## src/inc/brc_pkg.sv

```systemverilog
// Package: register map, field layout and reset values of the board control bank
`default_nettype none
package brc_pkg;
  localparam int unsigned ADDR_W          = 16;
  localparam int unsigned IDX_W           = 14;
  localparam int unsigned DATA_W          = 32;
  localparam int unsigned NUM_CHAN        = 8;

  // Register indices; byte address is four times the index
  localparam logic [IDX_W-1:0] IDX_BOARD_COMMAND   = 14'h0064;
  localparam logic [IDX_W-1:0] IDX_CUSTOM_CODE     = 14'h0c3a;
  localparam logic [IDX_W-1:0] IDX_CHANNEL_MAP     = 14'h2af8;
  localparam logic [IDX_W-1:0] IDX_CHANNEL_TALLY   = 14'h2af9;
  localparam logic [IDX_W-1:0] IDX_IRQ_STATUS      = 14'h2b00;
  localparam logic [IDX_W-1:0] IDX_IRQ_MASK        = 14'h2b01;
  localparam logic [IDX_W-1:0] IDX_AUX_OUT_CTRL    = 14'h2b02;
  localparam logic [IDX_W-1:0] IDX_RUN_MAP         = 14'h2b03;

  // Customisation code fields
  localparam int unsigned BASE_MOD_LSB     = 0;
  localparam int unsigned FRONT_MOD_LSB    = 8;
  localparam int unsigned HUB_MOD_LSB      = 16;
  localparam int unsigned MOD_FIELD_W      = 8;
  localparam logic [DATA_W-1:0] BASE_CARD_MOD_FIELD    = 32'h0000_00ff;
  localparam logic [DATA_W-1:0] FRONT_MODULE_MOD_FIELD = 32'h0000_ff00;
  localparam logic [DATA_W-1:0] HUB_MODULE_MOD_FIELD   = 32'h00ff_0000;

  // Commands
  localparam logic [DATA_W-1:0] BOARD_RESET_COMMAND = 32'h0000_0001;

  // Channel enable defaults
  localparam logic [NUM_CHAN-1:0] CHAN_MAP_RESET = 8'h01;

  // Interrupt status bits
  localparam int unsigned IRQ_W              = 3;
  localparam int unsigned ST_BAD_VALUE       = 0;
  localparam int unsigned ST_RUN_STARTED     = 1;
  localparam int unsigned ST_RUN_NO_DATA     = 2;
  localparam logic [IRQ_W-1:0] IRQ_RESET     = 3'h0;

  // Auxiliary output control bits
  localparam int unsigned AUX_W              = 2;
  localparam int unsigned AUX_TRIG_OUT       = 0;
  localparam int unsigned AUX_CLK_OUT        = 1;
  localparam logic [AUX_W-1:0] AUX_RESET     = 2'h0;

  // Total on-board sample memory, shared among active channels
  localparam logic [DATA_W-1:0] MEM_TOTAL_SAMPLES = 32'h1000_0000;
  localparam logic [DATA_W-1:0] DATA_ZERO         = 32'h0000_0000;
endpackage : brc_pkg
`default_nettype wire

```

## src/hdl/brc_board_ctrl.sv

```systemverilog
// Board reset command, customisation code and channel enable register bank
//
// The address-and-strobe port was chosen for this implementation.
`default_nettype none
module brc_board_ctrl #(
  parameter logic [23:0]                   CUSTOM_CODE   = 24'h00_0000, // Arbitrary; zero means standard
  parameter logic [brc_pkg::NUM_CHAN-1:0]  INSTALLED_MAP = 8'hff
) (
  input  wire logic                          CLOCK_I,
  input  wire logic                          RESET_I,
  input  wire logic [brc_pkg::ADDR_W-1:0]    ADDR_I,
  input  wire logic [brc_pkg::DATA_W-1:0]    WR_DATA_I,
  input  wire logic                          WR_I,
  input  wire logic                          RD_I,
  input  wire logic                          RUN_START_I,
  input  wire logic                          MEM_LOADED_I,
  output logic      [brc_pkg::DATA_W-1:0]    RD_DATA_O,
  output logic      [brc_pkg::NUM_CHAN-1:0]  CHAN_ACTIVE_O,
  output logic      [brc_pkg::DATA_W-1:0]    SEG_SIZE_O,
  output logic                               MEM_VALID_O,
  output logic                               TRIG_OUT_EN_O,
  output logic                               CLK_OUT_EN_O,
  output logic                               SW_RESET_O,
  output logic                               IRQ_O
);
  import brc_pkg::*;

  function automatic logic [3:0] count_bits(input logic [NUM_CHAN-1:0] map);
    logic [3:0] n;
    n = 4'h0;
    for (int i = 0; i < NUM_CHAN; i++)
      n = n + {3'h0, map[i]};
    return n;
  endfunction : count_bits

  logic [NUM_CHAN-1:0] chan_map;
  logic [NUM_CHAN-1:0] run_map;
  logic [IRQ_W-1:0]    irq_status;
  logic [IRQ_W-1:0]    irq_mask;
  logic [AUX_W-1:0]    aux_ctrl;
  logic                sw_rst_q;
  logic                mem_valid;

  // Address decode
  wire logic [IDX_W-1:0] idx        = ADDR_I[ADDR_W-1:ADDR_W-IDX_W];
  wire logic             hit_cmd    = (idx == IDX_BOARD_COMMAND);
  wire logic             hit_custom = (idx == IDX_CUSTOM_CODE);
  wire logic             hit_map    = (idx == IDX_CHANNEL_MAP);
  wire logic             hit_tally  = (idx == IDX_CHANNEL_TALLY);
  wire logic             hit_status = (idx == IDX_IRQ_STATUS);
  wire logic             hit_mask   = (idx == IDX_IRQ_MASK);
  wire logic             hit_aux    = (idx == IDX_AUX_OUT_CTRL);
  wire logic             hit_run    = (idx == IDX_RUN_MAP);

  // Board reset: power-on and software command share one path
  wire logic rst_all  = RESET_I | sw_rst_q;
  wire logic cmd_wr   = WR_I & hit_cmd;
  wire logic reset_go = cmd_wr & (WR_DATA_I == BOARD_RESET_COMMAND);

  // Channel map validation
  wire logic [NUM_CHAN-1:0] new_map   = WR_DATA_I[NUM_CHAN-1:0];
  wire logic [3:0]          new_count = count_bits(new_map);
  wire logic upper_clear = (WR_DATA_I[DATA_W-1:NUM_CHAN] == DATA_ZERO[DATA_W-1:NUM_CHAN]);
  wire logic installed   = ((new_map & ~INSTALLED_MAP) == 8'h00);
  wire logic count_ok    = (new_count == 4'h1) | (new_count == 4'h2) |
                           (new_count == 4'h4) | (new_count == 4'h8);
  wire logic map_wr      = WR_I & hit_map & ~sw_rst_q;
  wire logic map_ok      = upper_clear & installed & count_ok;
  wire logic map_take    = map_wr & map_ok;
  wire logic map_reject  = map_wr & ~map_ok;

  wire logic [3:0] tally     = count_bits(chan_map);
  wire logic [3:0] run_tally = count_bits(chan_map);

  // Segment size per active channel: counts are powers of two, so a shift
  wire logic [1:0] seg_shift = run_tally[3] ? 2'h3 : run_tally[2] ? 2'h2 :
                               run_tally[1] ? 2'h1 : 2'h0;
  wire logic [DATA_W-1:0] seg_size = MEM_TOTAL_SAMPLES >> seg_shift;

  // Interrupt events
  wire logic [IRQ_W-1:0] irq_event = {RUN_START_I & ~mem_valid, RUN_START_I, map_reject};
  wire logic [IRQ_W-1:0] irq_clear = (WR_I & hit_status & ~sw_rst_q) ? WR_DATA_I[IRQ_W-1:0] : 3'h0;
  wire logic [IRQ_W-1:0] next_irq_status = (irq_status & ~irq_clear) | irq_event;

  wire logic [DATA_W-1:0] custom_word = {8'h00, CUSTOM_CODE};

  // Read words, each zero-padded to the bus width
  wire logic [DATA_W-1:0] word_map    = {{(DATA_W-NUM_CHAN){1'b0}}, chan_map};
  wire logic [DATA_W-1:0] word_tally  = {{(DATA_W-$bits(tally)){1'b0}}, tally};
  wire logic [DATA_W-1:0] word_status = {{(DATA_W-IRQ_W){1'b0}}, irq_status};
  wire logic [DATA_W-1:0] word_mask   = {{(DATA_W-IRQ_W){1'b0}}, irq_mask};
  wire logic [DATA_W-1:0] word_aux    = {{(DATA_W-AUX_W){1'b0}}, aux_ctrl};
  wire logic [DATA_W-1:0] word_run    = {{(DATA_W-NUM_CHAN){1'b0}}, run_map};

  // Read mux; command register and an idle bus read zero
  wire logic [DATA_W-1:0] next_rd_data =
      !RD_I      ? DATA_ZERO :
      hit_custom ? custom_word :
      hit_map    ? word_map :
      hit_tally  ? word_tally :
      hit_status ? word_status :
      hit_mask   ? word_mask :
      hit_aux    ? word_aux :
      hit_run    ? word_run :
      DATA_ZERO;

  // Command strobe becomes a one-cycle board reset
  always_ff @(posedge CLOCK_I)
  begin
    if (RESET_I)
      sw_rst_q <= 1'b0;
    else
      sw_rst_q <= reset_go;
  end

  always_ff @(posedge CLOCK_I)
  begin
    if (rst_all)
    begin
      chan_map <= CHAN_MAP_RESET;
      irq_mask <= IRQ_RESET;
      aux_ctrl <= AUX_RESET;
    end
    else
    begin
      if (map_take)
        chan_map <= new_map;
      if (WR_I & hit_mask)
        irq_mask <= WR_DATA_I[IRQ_W-1:0];
      if (WR_I & hit_aux)
        aux_ctrl <= WR_DATA_I[AUX_W-1:0];
    end
  end

  // Staged map only reaches the outputs at a run start
  always_ff @(posedge CLOCK_I)
  begin
    if (rst_all)
    begin
      run_map    <= CHAN_MAP_RESET;
      SEG_SIZE_O <= MEM_TOTAL_SAMPLES;
    end
    else if (RUN_START_I)
    begin
      run_map    <= chan_map;
      SEG_SIZE_O <= seg_size;
    end
  end

  // Set wins over software clear
  always_ff @(posedge CLOCK_I)
  begin
    if (rst_all)
    begin
      irq_status <= IRQ_RESET;
      mem_valid  <= 1'b0;
    end
    else
    begin
      irq_status <= next_irq_status;
      if (MEM_LOADED_I)
        mem_valid <= 1'b1;
    end
  end

  always_ff @(posedge CLOCK_I)
  begin
    if (RESET_I)
      RD_DATA_O <= DATA_ZERO;
    else
      RD_DATA_O <= next_rd_data;
  end

  always_ff @(posedge CLOCK_I)
  begin
    if (rst_all)
      IRQ_O <= 1'b0;
    else
      IRQ_O <= |(next_irq_status & irq_mask);
  end

  always_ff @(posedge CLOCK_I)
  begin
    if (RESET_I)
      SW_RESET_O <= 1'b0;
    else
      SW_RESET_O <= reset_go;
  end

  assign CHAN_ACTIVE_O = run_map;
  assign MEM_VALID_O   = mem_valid;
  assign TRIG_OUT_EN_O = aux_ctrl[AUX_TRIG_OUT];
  assign CLK_OUT_EN_O  = aux_ctrl[AUX_CLK_OUT];

  cmd_reset_a: assert property (@(posedge CLOCK_I) disable iff (RESET_I)
    reset_go |=> sw_rst_q ##1 (chan_map == CHAN_MAP_RESET && !MEM_VALID_O && !TRIG_OUT_EN_O && !CLK_OUT_EN_O))
    else $error("board reset command did not restore defaults");

  reset_defaults_a: assert property (@(posedge CLOCK_I) disable iff (RESET_I)
    sw_rst_q |=> (run_map == CHAN_MAP_RESET && irq_status == IRQ_RESET && !IRQ_O))
    else $error("software reset left state behind");

  bad_value_a: assert property (@(posedge CLOCK_I) disable iff (RESET_I)
    (map_reject && !RUN_START_I) |=> ($stable(chan_map) && irq_status[ST_BAD_VALUE]))
    else $error("invalid channel map accepted or not flagged");

  absent_chan_a: assert property (@(posedge CLOCK_I) disable iff (RESET_I)
    ##1 ((chan_map & ~INSTALLED_MAP) == 8'h00))
    else $error("channel map holds an absent channel");

  good_value_a: assert property (@(posedge CLOCK_I) disable iff (RESET_I)
    map_take |=> (chan_map == $past(new_map)))
    else $error("valid channel map not stored");

  run_apply_a: assert property (@(posedge CLOCK_I) disable iff (RESET_I)
    (RUN_START_I && !sw_rst_q && !map_take) |=> (CHAN_ACTIVE_O == chan_map)
      ##0 (SEG_SIZE_O == (MEM_TOTAL_SAMPLES >> $clog2(count_bits(CHAN_ACTIVE_O)))))
    else $error("run start did not apply map and segment size");

  tally_read_a: assert property (@(posedge CLOCK_I) disable iff (RESET_I)
    (RD_I && hit_tally) |=> (RD_DATA_O == {28'h000_0000, count_bits($past(chan_map))}))
    else $error("tally read wrong");

  cmd_read_a: assert property (@(posedge CLOCK_I) disable iff (RESET_I)
    (RD_I && hit_cmd) |=> (RD_DATA_O == DATA_ZERO && !sw_rst_q))
    else $error("command register read not zero");

  custom_read_a: assert property (@(posedge CLOCK_I) disable iff (RESET_I)
    (RD_I && hit_custom) |=> (RD_DATA_O[HUB_MOD_LSB +: MOD_FIELD_W] == CUSTOM_CODE[HUB_MOD_LSB +: MOD_FIELD_W])
      ##0 (RD_DATA_O[BASE_MOD_LSB +: MOD_FIELD_W] == CUSTOM_CODE[BASE_MOD_LSB +: MOD_FIELD_W]))
    else $error("customisation code read wrong");

  no_data_a: assert property (@(posedge CLOCK_I) disable iff (RESET_I)
    (RUN_START_I && !MEM_VALID_O && !sw_rst_q) |=> irq_status[ST_RUN_NO_DATA])
    else $error("run without loaded data not flagged");

  sw_pulse_a: assert property (@(posedge CLOCK_I) disable iff (RESET_I)
    reset_go
    |=> SW_RESET_O)
    else $error("board reset pulse missing");

  sw_pulse_end_a: assert property (@(posedge CLOCK_I) disable iff (RESET_I)
    !reset_go
    |=> !SW_RESET_O)
    else $error("board reset pulse without command");

  odd_cmd_a: assert property (@(posedge CLOCK_I) disable iff (RESET_I)
    (cmd_wr && !reset_go)
    |=> !sw_rst_q)
    else $error("unknown command started a reset");

  aux_reset_a: assert property (@(posedge CLOCK_I) disable iff (RESET_I)
    sw_rst_q
    |=> (aux_ctrl == AUX_RESET && irq_mask == IRQ_RESET))
    else $error("output enables or mask not cleared by reset");

  seg_default_a: assert property (@(posedge CLOCK_I) disable iff (RESET_I)
    sw_rst_q
    |=> (SEG_SIZE_O == MEM_TOTAL_SAMPLES && !MEM_VALID_O))
    else $error("segment size or memory flag not at default");

  mem_loaded_a: assert property (@(posedge CLOCK_I) disable iff (RESET_I)
    (MEM_LOADED_I && !sw_rst_q)
    |=> MEM_VALID_O)
    else $error("reload did not mark memory valid");

  mem_hold_a: assert property (@(posedge CLOCK_I) disable iff (RESET_I)
    (!MEM_LOADED_I && !MEM_VALID_O)
    |=> !MEM_VALID_O)
    else $error("memory became valid without reload");

  run_hold_a: assert property (@(posedge CLOCK_I) disable iff (RESET_I)
    (!RUN_START_I && !sw_rst_q)
    |=> ($stable(CHAN_ACTIVE_O) && $stable(SEG_SIZE_O)))
    else $error("active map changed outside a run start");

  map_hold_a: assert property (@(posedge CLOCK_I) disable iff (RESET_I)
    (!map_take && !sw_rst_q)
    |=> $stable(chan_map))
    else $error("channel map changed without a valid write");

  upper_bits_a: assert property (@(posedge CLOCK_I) disable iff (RESET_I)
    (map_wr && !upper_clear)
    |=> irq_status[ST_BAD_VALUE])
    else $error("bits above the last channel not refused");

  absent_reject_a: assert property (@(posedge CLOCK_I) disable iff (RESET_I)
    (map_wr && !installed)
    |=> ($stable(chan_map) && irq_status[ST_BAD_VALUE]))
    else $error("absent channel accepted");

  single_chan_a: assert property (@(posedge CLOCK_I) disable iff (RESET_I)
    (map_wr && upper_clear && installed && new_count == 4'h1)
    |=> (chan_map == $past(new_map)))
    else $error("single channel refused");

  pair_chan_a: assert property (@(posedge CLOCK_I) disable iff (RESET_I)
    (map_wr && upper_clear && installed && new_count == 4'h2)
    |=> (chan_map == $past(new_map)))
    else $error("channel pair refused");

  count_reject_a: assert property (@(posedge CLOCK_I) disable iff (RESET_I)
    (map_wr && !count_ok)
    |=> irq_status[ST_BAD_VALUE])
    else $error("bad channel count not flagged");

  irq_level_a: assert property (@(posedge CLOCK_I) disable iff (RESET_I)
    !sw_rst_q
    |=> (IRQ_O == |(irq_status & $past(irq_mask))))
    else $error("interrupt level wrong");

  run_flag_a: assert property (@(posedge CLOCK_I) disable iff (RESET_I)
    (RUN_START_I && !sw_rst_q)
    |=> irq_status[ST_RUN_STARTED])
    else $error("run start not flagged");

  status_sticky_a: assert property (@(posedge CLOCK_I) disable iff (RESET_I)
    (irq_status[ST_BAD_VALUE] && !sw_rst_q && !(WR_I && hit_status && WR_DATA_I[ST_BAD_VALUE]))
    |=> irq_status[ST_BAD_VALUE])
    else $error("error flag lost without a clear");

  rd_idle_a: assert property (@(posedge CLOCK_I) disable iff (RESET_I)
    !RD_I
    |=> (RD_DATA_O == DATA_ZERO))
    else $error("read data outside a read cycle");

  map_read_a: assert property (@(posedge CLOCK_I) disable iff (RESET_I)
    (RD_I && hit_map)
    |=> (RD_DATA_O == {24'h00_0000, $past(chan_map)}))
    else $error("channel map read wrong");

  status_read_a: assert property (@(posedge CLOCK_I) disable iff (RESET_I)
    (RD_I && hit_status)
    |=> (RD_DATA_O[IRQ_W-1:0] == $past(irq_status)))
    else $error("status read wrong");

  run_read_a: assert property (@(posedge CLOCK_I) disable iff (RESET_I)
    (RD_I && hit_run)
    |=> (RD_DATA_O[NUM_CHAN-1:0] == $past(run_map)))
    else $error("applied map read wrong");

  run_map_a: assert property (@(posedge CLOCK_I) disable iff (RESET_I)
    (RUN_START_I && !sw_rst_q)
    |=> (CHAN_ACTIVE_O == $past(chan_map)))
    else $error("run start applied the wrong map");

  aux_write_a: assert property (@(posedge CLOCK_I) disable iff (RESET_I)
    (WR_I && hit_aux && !sw_rst_q)
    |=> (TRIG_OUT_EN_O == $past(WR_DATA_I[AUX_TRIG_OUT]) && CLK_OUT_EN_O == $past(WR_DATA_I[AUX_CLK_OUT])))
    else $error("output enables not taken from write");

  custom_front_a: assert property (@(posedge CLOCK_I) disable iff (RESET_I)
    (RD_I && hit_custom)
    |=> (RD_DATA_O[FRONT_MOD_LSB +: MOD_FIELD_W] == CUSTOM_CODE[FRONT_MOD_LSB +: MOD_FIELD_W]))
    else $error("front module field read wrong");

  custom_std_a: assert property (@(posedge CLOCK_I) disable iff (RESET_I)
    (RD_I && hit_custom && CUSTOM_CODE == 24'h00_0000)
    |=> (RD_DATA_O == DATA_ZERO))
    else $error("standard board reports a modification");

  tally_count_a: assert property (@(posedge CLOCK_I) disable iff (RESET_I)
    1'b1
    |=> (tally == 4'h1 || tally == 4'h2 || tally == 4'h4 || tally == 4'h8))
    else $error("tally outside one, two, four or eight");
endmodule : brc_board_ctrl
`default_nettype wire

```

## config.mk

```make
export PLATFORM = sky130hd
export DESIGN_NAME = brc_board_ctrl
export DESIGN_NICKNAME = d
export VERILOG_FILES = /design/src/inc/brc_pkg.sv /design/src/hdl/brc_board_ctrl.sv
export SDC_FILE = /design/constraint.sdc
export NUM_CORES = 1
export LEC_CHECK = 0
export ABC_AREA = 1
export ABC_CLOCK_PERIOD_IN_PS = 4500
export BUFFER_PORTS_ARGS = -buffer_cell sky130_fd_sc_hd__buf_2
export CAP_MARGIN = 20
export CELL_PAD_IN_SITES_DETAIL_PLACEMENT = 1
export CELL_PAD_IN_SITES_GLOBAL_PLACEMENT = 1
export CORE_MARGIN = 2
export CORE_UTILIZATION = 30
export DETAILED_ROUTE_END_ITERATION = 12
export PLACE_DENSITY_LB_ADDON = 0.12
export SKIP_CTS_REPAIR_TIMING = 1
export SKIP_LAST_GASP = 1
export SYNTH_ARGS = -nofsm -noshare
export SYNTH_HDL_FRONTEND = slang
export SYNTH_SLANG_ARGS = --single-unit
```

## constraint.sdc

```tcl
create_clock -name CLOCK_I -period 4.5 [get_ports CLOCK_I]
set_clock_uncertainty 0.2 [all_clocks]
set_input_delay 0.225 -clock CLOCK_I [delete_from_list [all_inputs] [get_ports CLOCK_I]]
set_output_delay 0.225 -clock CLOCK_I [all_outputs]
set_load 0.01 [all_outputs]
```

==> metrics <==
result of the run finished, violations left; failing checks hold timing; worst-case hold path end point chan_map[5]; area of the multi-input gates 0.00151 mm²; root buffer cell clkbuf_8; Setup Viol. Count Final 0; worst-case vdd ir drop 0.147 mV; commonest register cell after synthesis dfxtp_1; CTS tree built; Area contributors post-synth dfxtp_1 29%, buf_4 14%, nand2_1 10%, nor2_1 7.7%, inv_1 7.4%; crit path time final 3.56 ns; maximum capacitance violations 0; minimum hold slack -0.00543 ns; type of element capturing the critical path flip-flop; final global-route overflow total 0; number of cells traversed by the worst register-to-register path 10; worst min-delay path category primary input to flip-flop; height of the die 99.4 µm; unrepaired setup endpoints after global routing no; number of top-level pins 131; Total Neg Setup Slack 0 ns; routed length per instance 13.1 µm; pin count of the biggest net entering global routing 18; flip-flop and latch count after synthesis 39; number of DRC violations after detailed-routing iteration 0 54; area share of the leading cell type in the synthesized netlist 28.6%; reg-to-reg startpoint chan_map[0]; area of the mapped netlist 0.00273 mm²; cell accounting for the most synthesized area dfxtp_1; Post-Syn Area per Cell 6.85 µm²; antenna violations before repair 0; effective utilization at floorplan 31.2%; final hold violation count 4; clock buffers created by TritonCTS 5; required time at the endpoint of the critical path 4.51 ns; number of detailed-route iterations in the first pass 4; antenna viol nets, final 0; kind of critical path primary input to flip-flop; width of the die 99.4 µm; worst setup slack for register-to-register paths 1.05 ns; most frequently used cell type in the post-synthesis netlist nand2_1; Warnings, synthesis 0; number of global-route vias before repair 2659; Final HPWL DP 6.40 mm; fill cell total of the finished layout 1178; Core Area 0.00876 mm²; total number of vias 2594; number of buffers inserted by port buffering 76; Die Area 0.00989 mm²; Distinct cells, synth 32; wire length reported by the detailed router 7.69 mm; Final Cell Area 0.00314 mm²; number of nets in the final layout 547; Slew Limit Headroom 47.0%; most frequent cells after synthesis 75 x nand2_1, 56 x nor2_1, 54 x inv_1; critical hold path startpoint WR_DATA_I[5]; number of levels the H-tree was split into 2; launching instance or port of the critical path WR_DATA_I[0]; sequential cell area fraction in the yosys report 28.6%; count of unresolved DRC violations after routing 0; nature of the critical path startpoint primary input; clock buffer depth 2; Cell Pwr Density 260 mW/mm²; number of enable-type register cells in the synthesized netlist 0; Area Growth Syn to Fin 15.1%; terminus of the critical flop-to-flop path RD_DATA_O[2]; final RePlAce weighted congestion 0.802; Clock transition at path regs 0.09 ns; FMAX 281 MHz; arrival time reported for the critical path endpoint 3.57 ns; CTS sink cnt 39; worst hold stages 3; global-route wire length before repair 12.9 mm; clock latency on the worst-skew pair 0.30 ns; num rows 34; async set or reset register ratio after synthesis 0%; static power due to leakage 1.68 nW; layout cell share with drive strength beyond 1 20.3%; Vias/cell 4.42; Final Max Slew Viols 0; antenna cell count 0; part of the cycle the worst path needs 79.1%; area post-placement 0.00302 mm²; overall global routing resource usage 16.0%; Sequential cell area 781 µm²; number of instances in the synthesized netlist 399; actual slew at the worst max-slew pin 0.792 ns; highest fanout seen on the critical path 15
==> critical path: stages <==
cell      delay, ns
buf_2          0.17
fa_1           0.55
inv_1          0.05
fa_1           0.49
fa_1           0.42
inv_1          0.07
ha_1           0.16
inv_1          0.06
fa_1           0.48
inv_1          0.05
or2_1          0.22
o211ai_1       0.10
nand3_1        0.14
inv_2          0.10
nand2_4        0.12
nor2_1         0.13
nor2_1         0.05
==> power by group <==
group          total, mW  internal (mW)  switching (mW)
Sequential         0.356          0.351         0.00446
Clock              0.306          0.165           0.141
Combinational      0.157         0.0559           0.101
Total              0.819          0.573           0.246
==> cell type report <==
| type | count | share of cell area [%] |
|---|---|---|
| multi-input cells | 299 | 48.1 |
| flip-flops and latches | 39 | 24.8 |
| repair buffers | 78 | 12.7 |
| inverters | 55 | 6.57 |
| well taps | 108 | 4.30 |
| clock buffers | 5 | 2.19 |
| clock inverters | 3 | 1.39 |
==> stage by stage <==
stage	instances	utilization, %	power (mW)	hold WS [ns]	worst slack (ns)
finish	587	35.9	0.819	-0.00543	0.941
global route	587	35.9	0.858	0.0277	0.730
CTS	586	35.8	0.828	-0.0648	0.892
detailed placement	578	34.5	0.522	0.249	0.559
global placement	578	34.5	0.516	0.243	0.637
floorplan	450	-	0.496	0.154	0.953
==> how the worst max path moves through the flow <==
stage,endpoint,cells past startpoint,slack (ns)
6_report,chan_map[4],17,0.94
5_1_grt,chan_map[6],18,0.73
4_1_cts,chan_map[1],17,0.89
3_5_place_dp,chan_map[4],17,0.56
3_3_place_gp,chan_map[4],17,0.64
2_1_floorplan,chan_map[1],17,0.95
==> cells in the final DEF (no fill, tap or decap), types with 3 or more instances in the layout <==
master / synthesis / routed
buf_2: 1 / 76
clkbuf_8: 0 / 5
nand2_2: 3 / 3
conb_1: 1 / 52
nand2_1: 75 / 75
nor2_1: 56 / 56
nor4_1: 3 / 3
nand3_1: 25 / 25
nor3_1: 4 / 4
nor2_2: 3 / 3
a21oi_1: 26 / 26
inv_1: 54 / 54
nand4_1: 11 / 11
dfxtp_1: 39 / 39
o21ai_0: 12 / 12
ha_1: 7 / 7
o211ai_1: 3 / 3
fa_1: 8 / 8
==> layer usage <==
| metal | global-route usage, % | share of wire [%] | vias to the layer above |
|---|---|---|---|
| li1 | - | - | 1309 |
| met1 | 19.6 | 45 | 1218 |
| met2 | 29.6 | 50 | 61 |
| met3 | 2.46 | 4.4 | 6 |
| met4 | 3.48 | 0.92 | 0 |
| met5 | 0 | 0 | - |
==> logic make-up after synthesis <==
logic type | after synthesis | share of synthesized area [%]
compound gates | 44 | 8.61
xor+xnor | 1 | 0.321
fa+ha+maj | 15 | 9.07
buf+inv | 112 | 23.1
flops | 39 | 28.6
other cells | 1 | 0.137
simple gates | 187 | 30.2
==> registers in the layout, summed over array words and instances, names as in the netlist <==
name,count
IRQ_O,1
MEM_VALID_O,1
irq_mask,3
SW_RESET_O,1
SEG_SIZE_O,4
RD_DATA_O,8
CHAN_ACTIVE_O,8
aux_ctrl,2
chan_map,8
irq_status,3
(Power assumes the default switching activity.)
